**config.mk**
```make
export PLATFORM = sky130hd
export DESIGN_NAME = gil_top
export DESIGN_NICKNAME = d
export VERILOG_FILES = /design/src/shared/gil_pkg.sv /design/src/rtl/gil_setclr.sv /design/src/rtl/gil_event_det.sv /design/src/rtl/gil_top.sv
export SDC_FILE = /design/constraint.sdc
export NUM_CORES = 1
export LEC_CHECK = 0
export BUFFER_PORTS_ARGS = -buffer_cell sky130_fd_sc_hd__buf_2
export CAP_MARGIN = 20
export CORE_ASPECT_RATIO = 0.8
export CORE_UTILIZATION = 29
export CTS_CLUSTER_DIAMETER = 120
export CTS_CLUSTER_SIZE = 25
export DETAILED_ROUTE_END_ITERATION = 10
export PLACE_DENSITY = 0.56
export SYNTH_ARGS = -nofsm -noshare
export SYNTH_HDL_FRONTEND = slang
export SYNTH_SLANG_ARGS = --single-unit
```
**constraint.sdc**
```tcl
create_clock -name clk_sys -period 19.4 [get_ports clk_sys]
set_input_delay 1.94 -clock clk_sys [delete_from_list [all_inputs] [get_ports clk_sys]]
set_output_delay 1.94 -clock clk_sys [all_outputs]
set_load 0.05 [all_outputs]
```
**src/shared/gil_pkg.sv**
```systemverilog
// Constants, types and decode helpers for the line event, lock and protect block.
// Assumes a single clock domain and a simple write port of 32-bit words.
package gil_pkg;

  // ****************************************
  // Widths
  // ****************************************
  localparam int LINES  = 32;
  localparam int AW     = 8;
  localparam int KEY_W  = 24;

  // ****************************************
  // Register offsets
  // ****************************************
  localparam logic [AW-1:0] OFS_CTRL_SET   = 8'h00;
  localparam logic [AW-1:0] OFS_CTRL_CLR   = 8'h04;
  localparam logic [AW-1:0] OFS_OE_SET     = 8'h10;
  localparam logic [AW-1:0] OFS_OE_CLR     = 8'h14;
  localparam logic [AW-1:0] OFS_FILT_SET   = 8'h20;
  localparam logic [AW-1:0] OFS_FILT_CLR   = 8'h24;
  localparam logic [AW-1:0] OFS_IRQ_SET    = 8'h40;
  localparam logic [AW-1:0] OFS_IRQ_CLR    = 8'h44;
  localparam logic [AW-1:0] OFS_MD_SET     = 8'h50;
  localparam logic [AW-1:0] OFS_MD_CLR     = 8'h54;
  localparam logic [AW-1:0] OFS_PU_CLR     = 8'h60;
  localparam logic [AW-1:0] OFS_PU_SET     = 8'h64;
  localparam logic [AW-1:0] OFS_AB_SEL     = 8'h70;
  localparam logic [AW-1:0] OFS_DW_SET     = 8'ha0;
  localparam logic [AW-1:0] OFS_DW_CLR     = 8'ha4;
  localparam logic [AW-1:0] OFS_AIM_SET    = 8'hb0;
  localparam logic [AW-1:0] OFS_AIM_CLR    = 8'hb4;
  localparam logic [AW-1:0] OFS_EDGE_SEL   = 8'hc0;
  localparam logic [AW-1:0] OFS_LEVEL_SEL  = 8'hc4;
  localparam logic [AW-1:0] OFS_FALL_SEL   = 8'hd0;
  localparam logic [AW-1:0] OFS_RISE_SEL   = 8'hd4;
  localparam logic [AW-1:0] OFS_PROT_MODE  = 8'he4;

  // ****************************************
  // Fields and reset values
  // ****************************************
  localparam int                PROT_ON_BIT = 0;
  localparam int                KEY_LSB     = 8;
  localparam logic [KEY_W-1:0]  PROT_KEY    = 24'h5a5a5a;
  localparam logic [LINES-1:0]  RST_ZERO    = 32'h0000_0000;
  localparam logic [LINES-1:0]  RST_CTRL    = 32'hffff_ffff;

  // ****************************************
  // Types
  // ****************************************
  typedef struct packed {
    logic             en;
    logic [AW-1:0]    addr;
    logic [LINES-1:0] data;
  } gil_wr_type;

  // Write strobe for one offset
  function automatic logic gil_hit(input gil_wr_type w, input logic [AW-1:0] ofs);
    gil_hit = w.en && (w.addr == ofs);
  endfunction

  // Offsets guarded by the write protect scheme
  function automatic logic gil_guarded(input logic [AW-1:0] a);
    case (a)
      OFS_CTRL_SET, OFS_CTRL_CLR, OFS_OE_SET, OFS_OE_CLR,
      OFS_FILT_SET, OFS_FILT_CLR, OFS_MD_SET, OFS_MD_CLR,
      OFS_PU_CLR, OFS_PU_SET, OFS_AB_SEL, OFS_DW_SET, OFS_DW_CLR: gil_guarded = 1'b1;
      default: gil_guarded = 1'b0;
    endcase
  endfunction

endpackage

```
**src/rtl/gil_setclr.sv**
```systemverilog
// Set/clear mask register with per-bit hold.
// Assumes set and clear strobes come from the same write word.
module gil_setclr
  import gil_pkg::*;
#(
  parameter logic [LINES-1:0] RST_VAL = RST_ZERO
) (
  input  wire logic             clk_sys,
  input  wire logic             rst_sync_n,
  input  wire logic             set_we,
  input  wire logic             clr_we,
  input  wire logic [LINES-1:0] wdata,
  input  wire logic [LINES-1:0] hold,
  output logic      [LINES-1:0] q
);

  logic [LINES-1:0] q_ff;
  logic [LINES-1:0] nxt_q;

  // ****************************************
  // Next value
  // ****************************************
  always_comb begin
    nxt_q = q_ff;
    if (set_we) begin
      nxt_q = q_ff | (wdata & ~hold);
    end else if (clr_we) begin
      nxt_q = q_ff & ~(wdata & ~hold);
    end
  end

  always_ff @(posedge clk_sys or negedge rst_sync_n) begin
    if (!rst_sync_n) begin
      q_ff <= RST_VAL;
    end else begin
      q_ff <= nxt_q;
    end
  end

  assign q = q_ff;

endmodule

```
**src/rtl/gil_event_det.sv**
```systemverilog
// Per-line edge and level detector on two successive samples.
// Assumes the input is already synchronous to clk_sys.
module gil_event_det
  import gil_pkg::*;
(
  input  wire logic             clk_sys,
  input  wire logic             rst_sync_n,
  input  wire logic [LINES-1:0] line_val,
  input  wire logic [LINES-1:0] extra_mode,
  input  wire logic [LINES-1:0] level_mode,
  input  wire logic [LINES-1:0] high_pol,
  output logic      [LINES-1:0] event_hit
);

  logic [LINES-1:0] prev_ff;
  logic             armed_ff;
  logic [LINES-1:0] nxt_prev;
  logic             nxt_armed;

  // ****************************************
  // Sample history
  // ****************************************
  always_comb begin
    nxt_prev  = line_val;
    nxt_armed = 1'b1;
  end

  always_ff @(posedge clk_sys or negedge rst_sync_n) begin
    if (!rst_sync_n) begin
      prev_ff  <= RST_ZERO;
      armed_ff <= 1'b0;
    end else begin
      prev_ff  <= nxt_prev;
      armed_ff <= nxt_armed;
    end
  end

  // ****************************************
  // Per-line decision
  // ****************************************
  genvar i;
  generate
    for (i = 0; i < LINES; i++) begin : g_line
      logic rise;
      logic fall;
      assign rise = armed_ff && line_val[i] && !prev_ff[i];
      assign fall = armed_ff && !line_val[i] && prev_ff[i];
      assign event_hit[i] = !extra_mode[i] ? (rise | fall) :
                            level_mode[i]  ? (line_val[i] == high_pol[i]) :
                            high_pol[i]    ? rise : fall;
    end
  endgenerate

endmodule

```
**src/rtl/gil_top.sv**
```systemverilog
// Line event detection, line locking and keyed write protection for 32 lines.
// Assumes writes arrive as one-word strobes and line inputs are synchronous.
//
// Overview of operation
// - Interrupt enable writes set mask bits, disable writes clear them.
// - Changes found by comparing two successive clocked samples of each line.
// - Detection runs on every line whatever its configuration.
// - With extra mode off, either edge flags an event.
// - Extra mode enable and disable writes set and clear a readable mask.
// - Edge select clears, level select sets the edge/level status bits.
// - Fall/low select clears, rise/high select sets the polarity bits.
// - After reset every line selects edge and falling/low.
// - Events set pending bits; interrupt asserts when pending and masked on.
// - All thirty-two masked conditions OR into one interrupt output.
// - Reading pending status returns and clears all pending bits except those with an event in the read cycle.
// - Level mode keeps flagging while the level persists.
// - A peripheral lock input latches the line locked.
// - Locked lines ignore control, multidrive, pull-up and A/B writes.
// - Lock state of every line is readable at any time.
// - Locks stay until hardware reset; software cannot unlock.
// - Protected write while enabled sets violation flag and records target.
// - Protect mode write with correct key clears the violation flag.
// - Protection covers control, output, filter, multidrive, pull-up, A/B, direct write.
// - Filtered lines are detected on the filtered value.
module gil_top
  import gil_pkg::*;
(
  input  wire logic             clk_sys,
  input  wire logic             rst_n,
  input  wire gil_wr_type       reg_wr,
  input  wire logic             pending_rd,
  input  wire logic [LINES-1:0] line_in,
  input  wire logic [LINES-1:0] line_filtered,
  input  wire logic [LINES-1:0] lock_req,
  output logic      [LINES-1:0] irq_pending_status,
  output logic      [LINES-1:0] irq_mask_status,
  output logic      [LINES-1:0] extra_mode_mask,
  output logic      [LINES-1:0] edge_level_status,
  output logic      [LINES-1:0] polarity_status,
  output logic      [LINES-1:0] line_lock_status,
  output logic      [LINES-1:0] ctrl_enable_status,
  output logic      [LINES-1:0] output_enable_status,
  output logic      [LINES-1:0] filter_enable_status,
  output logic      [LINES-1:0] multidrive_status,
  output logic      [LINES-1:0] pullup_status,
  output logic      [LINES-1:0] periph_ab_status,
  output logic      [LINES-1:0] direct_write_status,
  output logic                  protect_on,
  output logic                  protect_violation_flag,
  output logic      [AW-1:0]    violation_source,
  output logic                  irq_out
);

  // ****************************************
  // Reset release
  // ****************************************
  logic             rst_meta_ff;
  logic             rst_sync_ff;

  always_ff @(posedge clk_sys or negedge rst_n) begin
    if (!rst_n) begin
      rst_meta_ff <= 1'b0;
      rst_sync_ff <= 1'b0;
    end else begin
      rst_meta_ff <= 1'b1;
      rst_sync_ff <= rst_meta_ff;
    end
  end

  // ****************************************
  // Write acceptance
  // ****************************************
  logic             prot_on_ff;
  logic             viol_ff;
  logic [AW-1:0]    viol_src_ff;
  logic             blocked;
  gil_wr_type       wr;
  logic [LINES-1:0] lock_ff;

  always_comb begin
    blocked = reg_wr.en && prot_on_ff && gil_guarded(reg_wr.addr);
    wr      = reg_wr;
    wr.en   = reg_wr.en && !blocked;
  end

  // ****************************************
  // Configuration masks
  // ****************************************
  logic [LINES-1:0] ctrl_q;
  logic [LINES-1:0] oe_q;
  logic [LINES-1:0] filt_q;
  logic [LINES-1:0] md_q;
  logic [LINES-1:0] pu_q;
  logic [LINES-1:0] dw_q;
  logic [LINES-1:0] imr_q;
  logic [LINES-1:0] aim_q;
  logic [LINES-1:0] els_q;
  logic [LINES-1:0] pol_q;

  gil_setclr #(.RST_VAL(RST_CTRL)) u_ctrl (
    .clk_sys    (clk_sys),
    .rst_sync_n (rst_sync_ff),
    .set_we     (gil_hit(wr, OFS_CTRL_SET)),
    .clr_we     (gil_hit(wr, OFS_CTRL_CLR)),
    .wdata      (wr.data),
    .hold       (lock_ff),
    .q          (ctrl_q)
  );

  gil_setclr #(.RST_VAL(RST_ZERO)) u_oe (
    .clk_sys    (clk_sys),
    .rst_sync_n (rst_sync_ff),
    .set_we     (gil_hit(wr, OFS_OE_SET)),
    .clr_we     (gil_hit(wr, OFS_OE_CLR)),
    .wdata      (wr.data),
    .hold       (RST_ZERO),
    .q          (oe_q)
  );

  gil_setclr #(.RST_VAL(RST_ZERO)) u_filt (
    .clk_sys    (clk_sys),
    .rst_sync_n (rst_sync_ff),
    .set_we     (gil_hit(wr, OFS_FILT_SET)),
    .clr_we     (gil_hit(wr, OFS_FILT_CLR)),
    .wdata      (wr.data),
    .hold       (RST_ZERO),
    .q          (filt_q)
  );

  gil_setclr #(.RST_VAL(RST_ZERO)) u_md (
    .clk_sys    (clk_sys),
    .rst_sync_n (rst_sync_ff),
    .set_we     (gil_hit(wr, OFS_MD_SET)),
    .clr_we     (gil_hit(wr, OFS_MD_CLR)),
    .wdata      (wr.data),
    .hold       (lock_ff),
    .q          (md_q)
  );

  gil_setclr #(.RST_VAL(RST_ZERO)) u_pu (
    .clk_sys    (clk_sys),
    .rst_sync_n (rst_sync_ff),
    .set_we     (gil_hit(wr, OFS_PU_SET)),
    .clr_we     (gil_hit(wr, OFS_PU_CLR)),
    .wdata      (wr.data),
    .hold       (lock_ff),
    .q          (pu_q)
  );

  gil_setclr #(.RST_VAL(RST_ZERO)) u_dw (
    .clk_sys    (clk_sys),
    .rst_sync_n (rst_sync_ff),
    .set_we     (gil_hit(wr, OFS_DW_SET)),
    .clr_we     (gil_hit(wr, OFS_DW_CLR)),
    .wdata      (wr.data),
    .hold       (RST_ZERO),
    .q          (dw_q)
  );

  gil_setclr #(.RST_VAL(RST_ZERO)) u_imr (
    .clk_sys    (clk_sys),
    .rst_sync_n (rst_sync_ff),
    .set_we     (gil_hit(wr, OFS_IRQ_SET)),
    .clr_we     (gil_hit(wr, OFS_IRQ_CLR)),
    .wdata      (wr.data),
    .hold       (RST_ZERO),
    .q          (imr_q)
  );

  gil_setclr #(.RST_VAL(RST_ZERO)) u_aim (
    .clk_sys    (clk_sys),
    .rst_sync_n (rst_sync_ff),
    .set_we     (gil_hit(wr, OFS_AIM_SET)),
    .clr_we     (gil_hit(wr, OFS_AIM_CLR)),
    .wdata      (wr.data),
    .hold       (RST_ZERO),
    .q          (aim_q)
  );

  gil_setclr #(.RST_VAL(RST_ZERO)) u_els (
    .clk_sys    (clk_sys),
    .rst_sync_n (rst_sync_ff),
    .set_we     (gil_hit(wr, OFS_LEVEL_SEL)),
    .clr_we     (gil_hit(wr, OFS_EDGE_SEL)),
    .wdata      (wr.data),
    .hold       (RST_ZERO),
    .q          (els_q)
  );

  gil_setclr #(.RST_VAL(RST_ZERO)) u_pol (
    .clk_sys    (clk_sys),
    .rst_sync_n (rst_sync_ff),
    .set_we     (gil_hit(wr, OFS_RISE_SEL)),
    .clr_we     (gil_hit(wr, OFS_FALL_SEL)),
    .wdata      (wr.data),
    .hold       (RST_ZERO),
    .q          (pol_q)
  );

  // ****************************************
  // Event detection
  // ****************************************
  logic [LINES-1:0] line_sel;
  logic [LINES-1:0] event_hit;

  always_comb begin
    line_sel = (line_filtered & filt_q) | (line_in & ~filt_q);
  end

  gil_event_det u_det (
    .clk_sys    (clk_sys),
    .rst_sync_n (rst_sync_ff),
    .line_val   (line_sel),
    .extra_mode (aim_q),
    .level_mode (els_q),
    .high_pol   (pol_q),
    .event_hit  (event_hit)
  );

  // ****************************************
  // Pending, interrupt, lock and A/B select
  // ****************************************
  logic [LINES-1:0] pend_ff;
  logic [LINES-1:0] ab_ff;
  logic             irq_ff;
  logic [LINES-1:0] nxt_pend;
  logic [LINES-1:0] nxt_lock;
  logic [LINES-1:0] nxt_ab;
  logic             nxt_irq;
  logic [LINES-1:0] nxt_mask;

  always_comb begin
    nxt_pend = pend_ff;
    if (pending_rd) begin
      nxt_pend = RST_ZERO;
    end
    nxt_pend = nxt_pend | event_hit;
    nxt_mask = imr_q;
    if (gil_hit(wr, OFS_IRQ_SET)) begin
      nxt_mask = imr_q | wr.data;
    end else if (gil_hit(wr, OFS_IRQ_CLR)) begin
      nxt_mask = imr_q & ~wr.data;
    end
    nxt_irq  = |(nxt_pend & nxt_mask);
    nxt_lock = lock_ff | lock_req;
    nxt_ab   = ab_ff;
    if (gil_hit(wr, OFS_AB_SEL)) begin
      nxt_ab = (ab_ff & lock_ff) | (wr.data & ~lock_ff);
    end
  end

  always_ff @(posedge clk_sys or negedge rst_sync_ff) begin
    if (!rst_sync_ff) begin
      pend_ff <= RST_ZERO;
      lock_ff <= RST_ZERO;
      ab_ff   <= RST_ZERO;
      irq_ff  <= 1'b0;
    end else begin
      pend_ff <= nxt_pend;
      lock_ff <= nxt_lock;
      ab_ff   <= nxt_ab;
      irq_ff  <= nxt_irq;
    end
  end

  // ****************************************
  // Write protection
  // ****************************************
  logic             nxt_prot_on;
  logic             nxt_viol;
  logic [AW-1:0]    nxt_viol_src;
  logic             key_ok;

  always_comb begin
    nxt_prot_on  = prot_on_ff;
    nxt_viol     = viol_ff;
    nxt_viol_src = viol_src_ff;
    key_ok       = reg_wr.data[KEY_LSB +: KEY_W] == PROT_KEY;
    if (gil_hit(reg_wr, OFS_PROT_MODE) && key_ok) begin
      nxt_prot_on = reg_wr.data[PROT_ON_BIT];
      nxt_viol    = 1'b0;
    end
    if (blocked) begin
      nxt_viol     = 1'b1;
      nxt_viol_src = reg_wr.addr;
    end
  end

  always_ff @(posedge clk_sys or negedge rst_sync_ff) begin
    if (!rst_sync_ff) begin
      prot_on_ff  <= 1'b0;
      viol_ff     <= 1'b0;
      viol_src_ff <= '0;
    end else begin
      prot_on_ff  <= nxt_prot_on;
      viol_ff     <= nxt_viol;
      viol_src_ff <= nxt_viol_src;
    end
  end

  // ****************************************
  // Outputs
  // ****************************************
  assign irq_pending_status     = pend_ff;
  assign irq_mask_status        = imr_q;
  assign extra_mode_mask        = aim_q;
  assign edge_level_status      = els_q;
  assign polarity_status        = pol_q;
  assign line_lock_status       = lock_ff;
  assign ctrl_enable_status     = ctrl_q;
  assign output_enable_status   = oe_q;
  assign filter_enable_status   = filt_q;
  assign multidrive_status      = md_q;
  assign pullup_status          = pu_q;
  assign periph_ab_status       = ab_ff;
  assign direct_write_status    = dw_q;
  assign protect_on             = prot_on_ff;
  assign protect_violation_flag = viol_ff;
  assign violation_source       = viol_src_ff;
  assign irq_out                = irq_ff;

endmodule

```
After elaboration in Yosys (flattened, before gate mapping). Cells that the tools add are included.

Word-level logic and storage cells: 492. Register bits after elaboration: 462. Bits of input ports: 140. Output and inout port bits: 427.

Multiplexer cells: 120. Reductions and logical operators: 232. Equal/unequal tests: 54. Bitwise gates (word level): 65.

Operators by type and width (count): 32-bit two-way mux (21); 32-bit bitwise AND (15); 32-bit bitwise OR (14); 1-bit logical AND (154); 32-bit NOT (4); 1-bit two-way mux (99); 8-bit equality test, second input constant (9); 1-bit zero test (65); 8-bit by 7-bit equality test with 1-bit output, second input constant (7); 1-bit equality test (32); 1-bit bitwise OR (32); 32-bit OR reduction (1); 24-bit by 23-bit equality test with 1-bit output, second input constant (1); 2-bit nonzero test (10); 8-bit by 5-bit equality test with 1-bit output, second input constant (2); 8-bit by 6-bit equality test with 1-bit output, second input constant (2); 13-bit OR reduction (1); 8-bit by 3-bit equality test with 1-bit output, second input constant (1); 8-bit zero test (1).

Longest topological paths before layout. Gate-level depths: netlist of the first run.

Depth in word-level cells: 12. Mapped depth: 10. Mapped depth without buffers: 7.

Hierarchy. A second synthesis of the first run with hierarchy kept.

Cells, all modules: 2065. Area, all modules: 22928.2 µm².

Modules (own cells, without submodules): gil_setclr (u_aim ...) (area each 1530.2 µm², cells each 134, instances 9, sequential area each 800.8 µm²); gil_top (area each 5297.6 µm², cells each 496, instances 1, sequential area each 2727.6 µm²); gil_event_det (area each 2288.4 µm², cells each 229, instances 1, sequential area each 825.8 µm²); gil_setclr (u_ctrl) (area each 1570.3 µm², cells each 134, instances 1, sequential area each 840.8 µm²).

Worst setup path before layout of the first run. Ideal clock, no wire load.

Kind: input to register. Start point: input reg_wr[36] (netlist bit). End point: register irq_ff, in the netlist irq_out. Setup time: 138 ps. Path buffers: 2. Required time: 19262 ps. Arrival: 3657 ps. Path slack: 15605 ps. Cell stages on the path: 9. Cell sequence: buf_2 > nor4b_4 > and2_1 > buf_4 > nand2_1 > mux2_1 > a22o_1 > a221oi_1 > nand4_1.

Word-level cells in the longest chain between the ends: 11. Elaborated cells on any way between the ends: 26. Those cells by class: eq/ne (14); mux (3); bitwise (1); reduce/logical (8).

RTL lines: start, declared (line gil_top.sv:30) `input wire gil_wr_type reg_wr,`; 8-bit by 3-bit equality test with 1-bit output (tied with other cells) (line gil_pkg.sv:63) `case (a)`; 13-bit OR reduction (line gil_pkg.sv:63); 1-bit two-way mux (line gil_pkg.sv:63); 1-bit logical AND (line gil_top.sv:81) `blocked = reg_wr.en && prot_on_ff && gil_guarded(reg_wr.addr);`; 1-bit zero test (line gil_top.sv:83) `wr.en = reg_wr.en && !blocked;`; 1-bit logical AND (line gil_top.sv:83); 1-bit logical AND (line gil_pkg.sv:58) `gil_hit = w.en && (w.addr == ofs);`; 32-bit two-way mux; 32-bit two-way mux (*); via nxt_mask[12] (line gil_top.sv:230) `logic [LINES-1:0] nxt_mask;`; 32-bit bitwise AND (*) (line gil_top.sv:244) `nxt_irq = |(nxt_pend & nxt_mask);`; 32-bit OR reduction (*) (line gil_top.sv:244); via nxt_irq (line gil_top.sv:229) `logic nxt_irq;`; end signal, assigned (line gil_top.sv:262) `irq_ff <= nxt_irq;`; end, declared (line gil_top.sv:225) `logic irq_ff;`.

Mark *: on every way through the listed nets, which the timed path passes. The rest lies on a longest branch. A chain may end at the register's enable or synchronous reset.

==> results of run 1 <==
==> synthesized netlist by cell type (7+ instances only) <==
master | instances | area [um2]
sky130_fd_sc_hd__dfrtp_1 | 430 | 10800
sky130_fd_sc_hd__nand2_1 | 386 | 1450
sky130_fd_sc_hd__o21ai_0 | 166 | 831
sky130_fd_sc_hd__mux2_2 | 157 | 1770
sky130_fd_sc_hd__clkbuf_1 | 86 | 323
sky130_fd_sc_hd__nand3_1 | 70 | 350
sky130_fd_sc_hd__o31ai_1 | 66 | 495
sky130_fd_sc_hd__nor2_1 | 44 | 165
sky130_fd_sc_hd__or3_1 | 36 | 225
sky130_fd_sc_hd__inv_1 | 35 | 131
sky130_fd_sc_hd__nand2b_1 | 34 | 213
sky130_fd_sc_hd__dfstp_2 | 32 | 841
sky130_fd_sc_hd__mux2i_1 | 32 | 320
sky130_fd_sc_hd__or2_2 | 32 | 200
sky130_fd_sc_hd__xor2_1 | 32 | 280
sky130_fd_sc_hd__nor2b_1 | 30 | 188
sky130_fd_sc_hd__buf_2 | 28 | 140
sky130_fd_sc_hd__nor3_1 | 28 | 140
sky130_fd_sc_hd__o21ai_1 | 21 | 105
sky130_fd_sc_hd__mux2_1 | 20 | 225
sky130_fd_sc_hd__a31oi_1 | 16 | 100
sky130_fd_sc_hd__a32oi_1 | 16 | 140
sky130_fd_sc_hd__and3_1 | 13 | 81.3
sky130_fd_sc_hd__o211ai_1 | 11 | 82.6
sky130_fd_sc_hd__a22oi_1 | 7 | 52.6
==> per-layer routing <==
layer | wire length [um] | up-vias
met2 | 35300 | 616
met4 | 1520 | 4
li1 | - | 7426
met3 | 6580 | 73
met1 | 32100 | 8085
met5 | 26 | -
==> cells by family (layout without fill, tap and decap cells) <==
family / after synthesis / in the layout
compound gates: 322 / 322
xor+xnor: 35 / 35
buf+inv: 160 / 660
flops: 462 / 462
mux: 209 / 209
other cells: 1 / 7
simple gates: 690 / 690
==> metrics by stage <==
step / setup WS [ps] / cells / util / cell area [um2] / hold WS (ps)
finish: 14340 / 3298 / 0.361 / 24500 / 138
global route: 14140 / 3293 / 0.361 / 24500 / 153
CTS: 14310 / 3288 / 0.359 / 24400 / 370
detailed placement: 13690 / 3257 / 0.350 / 23800 / 339
global placement: 13760 / 3256 / 0.350 / 23700 / 340
floorplan: 5630 / 1880 / - / 20000 / 331
==> worst max path at each step <==
stage	end	slack (ps)	cells past startpoint
floorplan	async pin	5630	0
global placement	register	13760	9
detailed placement	register	13690	9
CTS	register	14310	9
global route	register	14140	9
finish	register	14340	9
==> power by group <==
part	switching (uW)	internal, uW	total, uW
Sequential	26.5	994	1020
Clock	324	213	536
Combinational	213	60.6	274
Total	563	1270	1830
==> final cells by class <==
type,count,area (um2)
multi-input cells,1258,7850
well taps,913,1140
clock buffers,29,577
inverters,37,144
flip-flops and latches,462,11600
fillers,6875,43300
clock inverters,2,32.5
repair buffers,592,3150
diodes,5,12.5
==> summary by stage, run 1 <==
Synthesis
The main flop type after synthesis is sky130_fd_sc_hd__dfrtp_1. The share of synthesized cell area in full adder, half adder and majority cells is 0. The fraction of the mapped netlist area in compound gates is 0.0987. Of the total synthesized cell area, the portion taken by AND, OR, NAND and NOR gates is 0.158. During synthesis, Yosys emitted a total of 0 warnings. The async set-or-reset flop fraction in the synthesized netlist is 1.00. Counting flops and latches in the post-synthesis netlist gives 462. The post-synthesis cell count is 1879. In this run the mean area of a mapped cell was 10.7 um2. For this run, the register share of the synthesized area comes to 0.579. The count of flip-flops with a built-in enable after synthesis is 0. The post-synthesis instance area is 20000 um2. Measured against the total synthesized area, the mux share comes to 0.115. The combinational family with the most area after synthesis is simple AND/OR/NAND/NOR gates. The number of different library cells used by synthesis comes to 52. Of the total synthesized cell area, the portion taken by XOR and XNOR cells is 0.0153.

Global routing
Entering global routing, the biggest net connects 94 pins. The first-pass GRT wire length is 108000 um. The via count of the first global-routing pass came to 16.0k.

For met3 alone, demand over resource in global routing was 0.0603. The layer with the highest usage is met2. The global-route total usage across every layer is 0.209.

The final global-route overflow total is 0. The number of antenna violations at the first check in global routing is 11. The global routing met2 resource utilization is 0.338. The met1 usage in global routing is 0.277.

Power and ir drop
The worst-case vdd ir drop is 0.0577 mV. Overall power consumption after layout is estimated at 1830 uW. The static power due to leakage is 0.0119 uW.

Power spread over the standard cell area amounts to 74.7 nW/um2.

Critical path
The family of cells with the greatest summed delay on the critical path is simple AND/OR/NAND/NOR gates. The arrival time at the worst endpoint is 5510 ps. The worst setup path is captured at a register. The critical path starts at reg_wr[34].

For the worst setup path, the data required time is 19850 ps. The type of the worst setup path is input port to register. For the worst flop-to-flop path, the logic depth is 5. The cell that appears most often on the critical path is sky130_fd_sc_hd__buf_4. The delay contributed by the slowest stage of the critical path is 850 ps. STA classifies the critical path startpoint as an input port.

The critical path goes through buf_4 -> buf_4 -> nor2b_1 -> o221ai_2 -> o21ai_1 -> or3_1 -> nor2_4 -> nand2_1 -> mux2_2. The count of buffering cells on the critical path with inverters included is 2. The reg-to-reg endpoint is irq_out. The worst-path cell with the longest stage delay is sky130_fd_sc_hd__nor2_4. For flop-to-flop paths, the worst setup slack is 15580 ps.

The worst-path maximum fanout is 55. In this run the critical register-to-register path is launched from u_det.armed_ff.

Clocking
The deepest clock path buffer count is 3. Buffers inserted during clock tree synthesis total 22. The H-tree depth is 1. The master cell of the clock root buffer is sky130_fd_sc_hd__clkbuf_16.

The clock latency on the worst-skew pair is 580 ps. Counting every sink on the clock net gives 462. The TritonCTS clock tree is built. The number of setup buffers added after CTS is 0. The number of hold buffers added after CTS is 0. The clock edge transition at the registers on the reported setup and hold paths is 110 ps. The post-cts gate resize count is 0.

Placement
The HPWL after detailed placement is 53600 um. Routability-driven placement finished with a final weighted congestion of 0.819. The count of buffers added on input and output ports is 566.

Die
For this configuration, the core starts out at a cell density of 0.295. During I/O placement, the number of pins put on the boundary was 567. The area of the placeable core is 67900 um2. The total die area is 70100 um2.

The width of the chip is 296 um. In this run the core area contains 85 standard-cell rows. The die is 237 um tall.

Route
Dividing the detail-routed via count by the number of cells gives 4.91. Detailed routing inserted a total of 16.2k vias. After detailed routing, the total wire length is 75500 um. The number of nets still failing antenna checks after routing is 0.

The average wire per cell in the routed design is 22.9 um. The violation count after the first detailed-route iteration is 1005. The first TritonRoute pass finished after 5 iterations. After detailed routing, the number of remaining DRC violations is 0.

Timing
The relative slew slack is 0.256. In the finished design, the share of the clock period the worst path needs comes to 0.261. Setup violations remaining at the end of the flow were counted as 0. The maximum clock frequency is 198 MHz. Setup repair after global routing left no endpoint under its margin. The number of max-slew violations in the final report came to 0. The slew at the pin with the worst max-slew slack is 1110 ps. The clock skew is 25.0 ps. Summed over all failing endpoints, the final setup total negative slack is 0 ps. The number of hold violations in the final report is 0. The worst path in the final design needs a cycle of 5060 ps, including I/O delays and setup.

Final layout
After the last flow step, the layout net total stands at 2513. The area growth from synthesis to final layout is 22.3%. Of the cells placed in the final design, the portion with a size suffix greater than 1 is 0.359.

The most common cell after layout, fill and taps aside is sky130_fd_sc_hd__buf_2. In the layout the commonest cells are 565 x sky130_fd_sc_hd__buf_2, 429 x sky130_fd_sc_hd__dfrtp_1, 386 x sky130_fd_sc_hd__nand2_1, 166 x sky130_fd_sc_hd__o21ai_0, 157 x sky130_fd_sc_hd__mux2_2.

Flow run
Across the run, the number of max-cap violations was 0.

Worst hold path
The kind of path behind the tightest hold check is register to async pin.

Run status
The run finished with clean final reports.
(Power assumes the default switching activity.)
==> run 2: changes to the inputs <==
PLACE_DENSITY = 0.57   (was 0.56)
clock period = 4.22 ns   (was 19.4 ns; I/O delays follow)
==> summary by stage, run 2 (synthesis results as in run 1) <==
Run status
The flow ran to the end, and the final reports show no timing, DRC or antenna violations.

Timing
The post-route minimum period is 3150 ps. The slew at the pin with the worst max-slew slack is 1090 ps (-15.3 ps). The clock skew was 29.8 ps (+4.85 ps). The number of max-slew violations in the final report was 0 (unchanged).

The maximum clock frequency is 317 MHz. Dividing the final minimum period by the clock period gives 0.747. The final setup violation count is 0 (unchanged). Setup repair after global routing left no endpoint under its margin. The number of hold violations in the final report came to 0 (unchanged). The final setup slack of the worst path is 1070 ps (-13280 ps). The relative slew slack is 0.269 (+0.0130).

Worst hold path
The worst hold path belongs to the class input port to register.

Power and ir drop
The switching share of power came to 0.310 (+0.00227). The internal cell power is 5850 uW (+360%). The worst-case vdd ir drop came to 0.295 mV (+410%).

The relative contribution of sequential cells to total power is 0.554 (-0.004). The portion of total power attributed to the clock network was 0.294 (about the same). The static power due to leakage is 0.0120 uW (+1.4%). The post-route total power is 8470 uW (+360%). The power density over cell area was 341 nW/um2 (+360%). The switching component of the power is 2630 uW (+370%). The share of total power in combinational logic is 0.152 (+0.002).

Final layout
The library cells used most frequently in the layout, excluding fill and tap cells, are 565 x sky130_fd_sc_hd__buf_2, 429 x sky130_fd_sc_hd__dfrtp_1, 386 x sky130_fd_sc_hd__nand2_1, 166 x sky130_fd_sc_hd__o21ai_0, 157 x sky130_fd_sc_hd__mux2_2. The net count of the finished layout was 2556 (+1.7%). Leaving out fill and tap cells, the most frequent cell in the layout is sky130_fd_sc_hd__buf_2.

The non-filler instance count after layout is 3340 (+1.3%). The share of final-layout standard cells stronger than drive strength 1 was 0.358 (-0.00100). The area growth from synthesis to layout is 24.0%.

Clocking
The clock latency on the worst-skew pair is 600 ps (+20 ps). TritonCTS built the clock tree. The total setup buffers inserted after CTS is 0 (unchanged). The master cell of the clock root buffer is sky130_fd_sc_hd__clkbuf_16.

The clock edge transition at the registers on the reported setup and hold paths was 110 ps (about the same). The H-tree depth is 1 (unchanged). The number of buffers created by CTS is 22 (unchanged).

The clock sink total is 462 (unchanged). The deepest clock path buffer count is 3 (unchanged).

Route
The number of vias after detailed routing was 16.4k (+1.2%). The detailed-routing iteration count for the pre-antenna-repair pass came to 5 (unchanged). The violation count after the first detailed-route iteration is 1034 (+2.9%). The sum of routed wire length over all layers is 77500 um (+2.6%). The number of DRC violations after detailed routing is 0 (unchanged). The average wire per cell in the routed design is 23.2 um (+1.4%).

The number of nets still failing antenna checks after routing is 0 (unchanged). The routed via count divided by cell count is 4.91 (-0.11%).

Die
The cell row count is 85 (unchanged). The I/O pin total is 567 (unchanged). The total die area is 70100 um2 (unchanged).

The starting density of the core is 0.295 (unchanged). The area of the placeable core came to 67900 um2 (unchanged). The width of the chip is 296 um (unchanged). The height of the die was 237 um (unchanged).

Critical path
Traced cell by cell, the critical path runs through mux2i_1 -> nor3_1 -> o21ai_0 -> a22oi_1 -> a2111oi_0 -> and4_1 -> nand4_1. The type of the worst setup path is register to register. STA classifies the critical path startpoint as a register. The critical path data required time is 4700 ps (-15150 ps). The worst-path maximum fanout is 4 (-93%). The delay contributed by the slowest stage of the critical path is 830 ps (-20 ps). The arrival time at the worst endpoint is 3630 ps (-1880 ps). The worst-path cell with the longest stage delay is sky130_fd_sc_hd__a2111oi_0. The type of destination of the critical path is a register.

Global routing
The first-pass GRT wire length is 111000 um (+3.0%). The via count of the first global-routing pass came to 16.1k (+0.75%). The global-route total usage across every layer is 0.216 (+0.00750). The number of antenna violations at the first check in global routing is 8 (-3). The largest net degree at the start of global routing is 105 (+12%).

The final global-route overflow total came to 0 (unchanged).

Placement
The HPWL after detailed placement is 56500 um (+5.5%). The cell count after placement is 3276 (+0.58%). The pre-CTS worst setup slack came to 720 ps (-12970 ps).

The number of buffers inserted by port buffering came to 566 (unchanged). The global placement routability congestion is 0.828 (+1.2%).

Flow run
The number of max-cap violations is 0 (unchanged).
-- run 2: final timing paths --
kind                         startpoint                    to  slack, ps  depth (start not counted)
max                            register               irq_out       1070                          7
max in group asynchronous   rst_sync_ff             async pin       2550                          2
max reg2reg                    register               irq_out       1070                          7
min reg2reg                 rst_meta_ff           rst_sync_ff        330                          0
min                        lock_req[18]  line_lock_status[18]         40                          2
min in group asynchronous         rst_n           rst_sync_ff        140                          2
-- run 2: timing repair --
item	in CTS	in global routing
gates resized for setup	0	0
endpoints found under the hold margin	29	0
hold buffers	28	0
-- run 2: power groups by stage --
stage          Clock (uW)  Combinational, uW  Sequential [uW]
5_1_grt              2730               1370             4720
2_1_floorplan           0                298             5260
4_1_cts              2590               1310             4700
3_3_place_gp            0               1270             4770
3_5_place_dp            0               1280             4780
6_report             2490               1290             4700
-- run 2: worst max-delay path: cells and delay by family, from the launching register on --
| kind | cells | cell delay, ps |
|---|---|---|
| DFF | 1 | 430 |
| muxes | 1 | 550 |
| AOI/OAI and AO/OA | 3 | 1510 |
| and+or+nand+nor | 3 | 550 |
-- run 2: stage by stage --
| stage | area [um2] | hold WS (ps) | util | TNS (ps) |
|---|---|---|---|---|
| 3_5_place_dp | 23900 | 220 | 0.353 | 0 |
| 2_1_floorplan | 20000 | 126 | - | -118970 |
| 3_3_place_gp | 23900 | 220 | 0.353 | 0 |
| 6_report | 24800 | 37.9 | 0.366 | 0 |
| 5_1_grt | 24800 | 8.88 | 0.366 | 0 |
| 4_1_cts | 24800 | 1.40 | 0.366 | 0 |
-- run 2: layout make-up --
cell class / count / area (um2)
clock inverter: 2 / 32.5
tap: 913 / 1140
sequential: 462 / 11600
fill: 6821 / 43000
antenna: 4 / 10.0
timing repair buffer: 635 / 3480
clock buffer: 29 / 577
inverter: 37 / 144
multi-input combinational: 1258 / 7850
-- run 2: routing by layer --
metal	up-vias	wire (um)	GRT usage
li1	7514	-	-
met1	8269	33700	0.290
met2	538	35600	0.346
met3	71	6470	0.0598
met4	0	1770	0.0476
met5	-	0	0
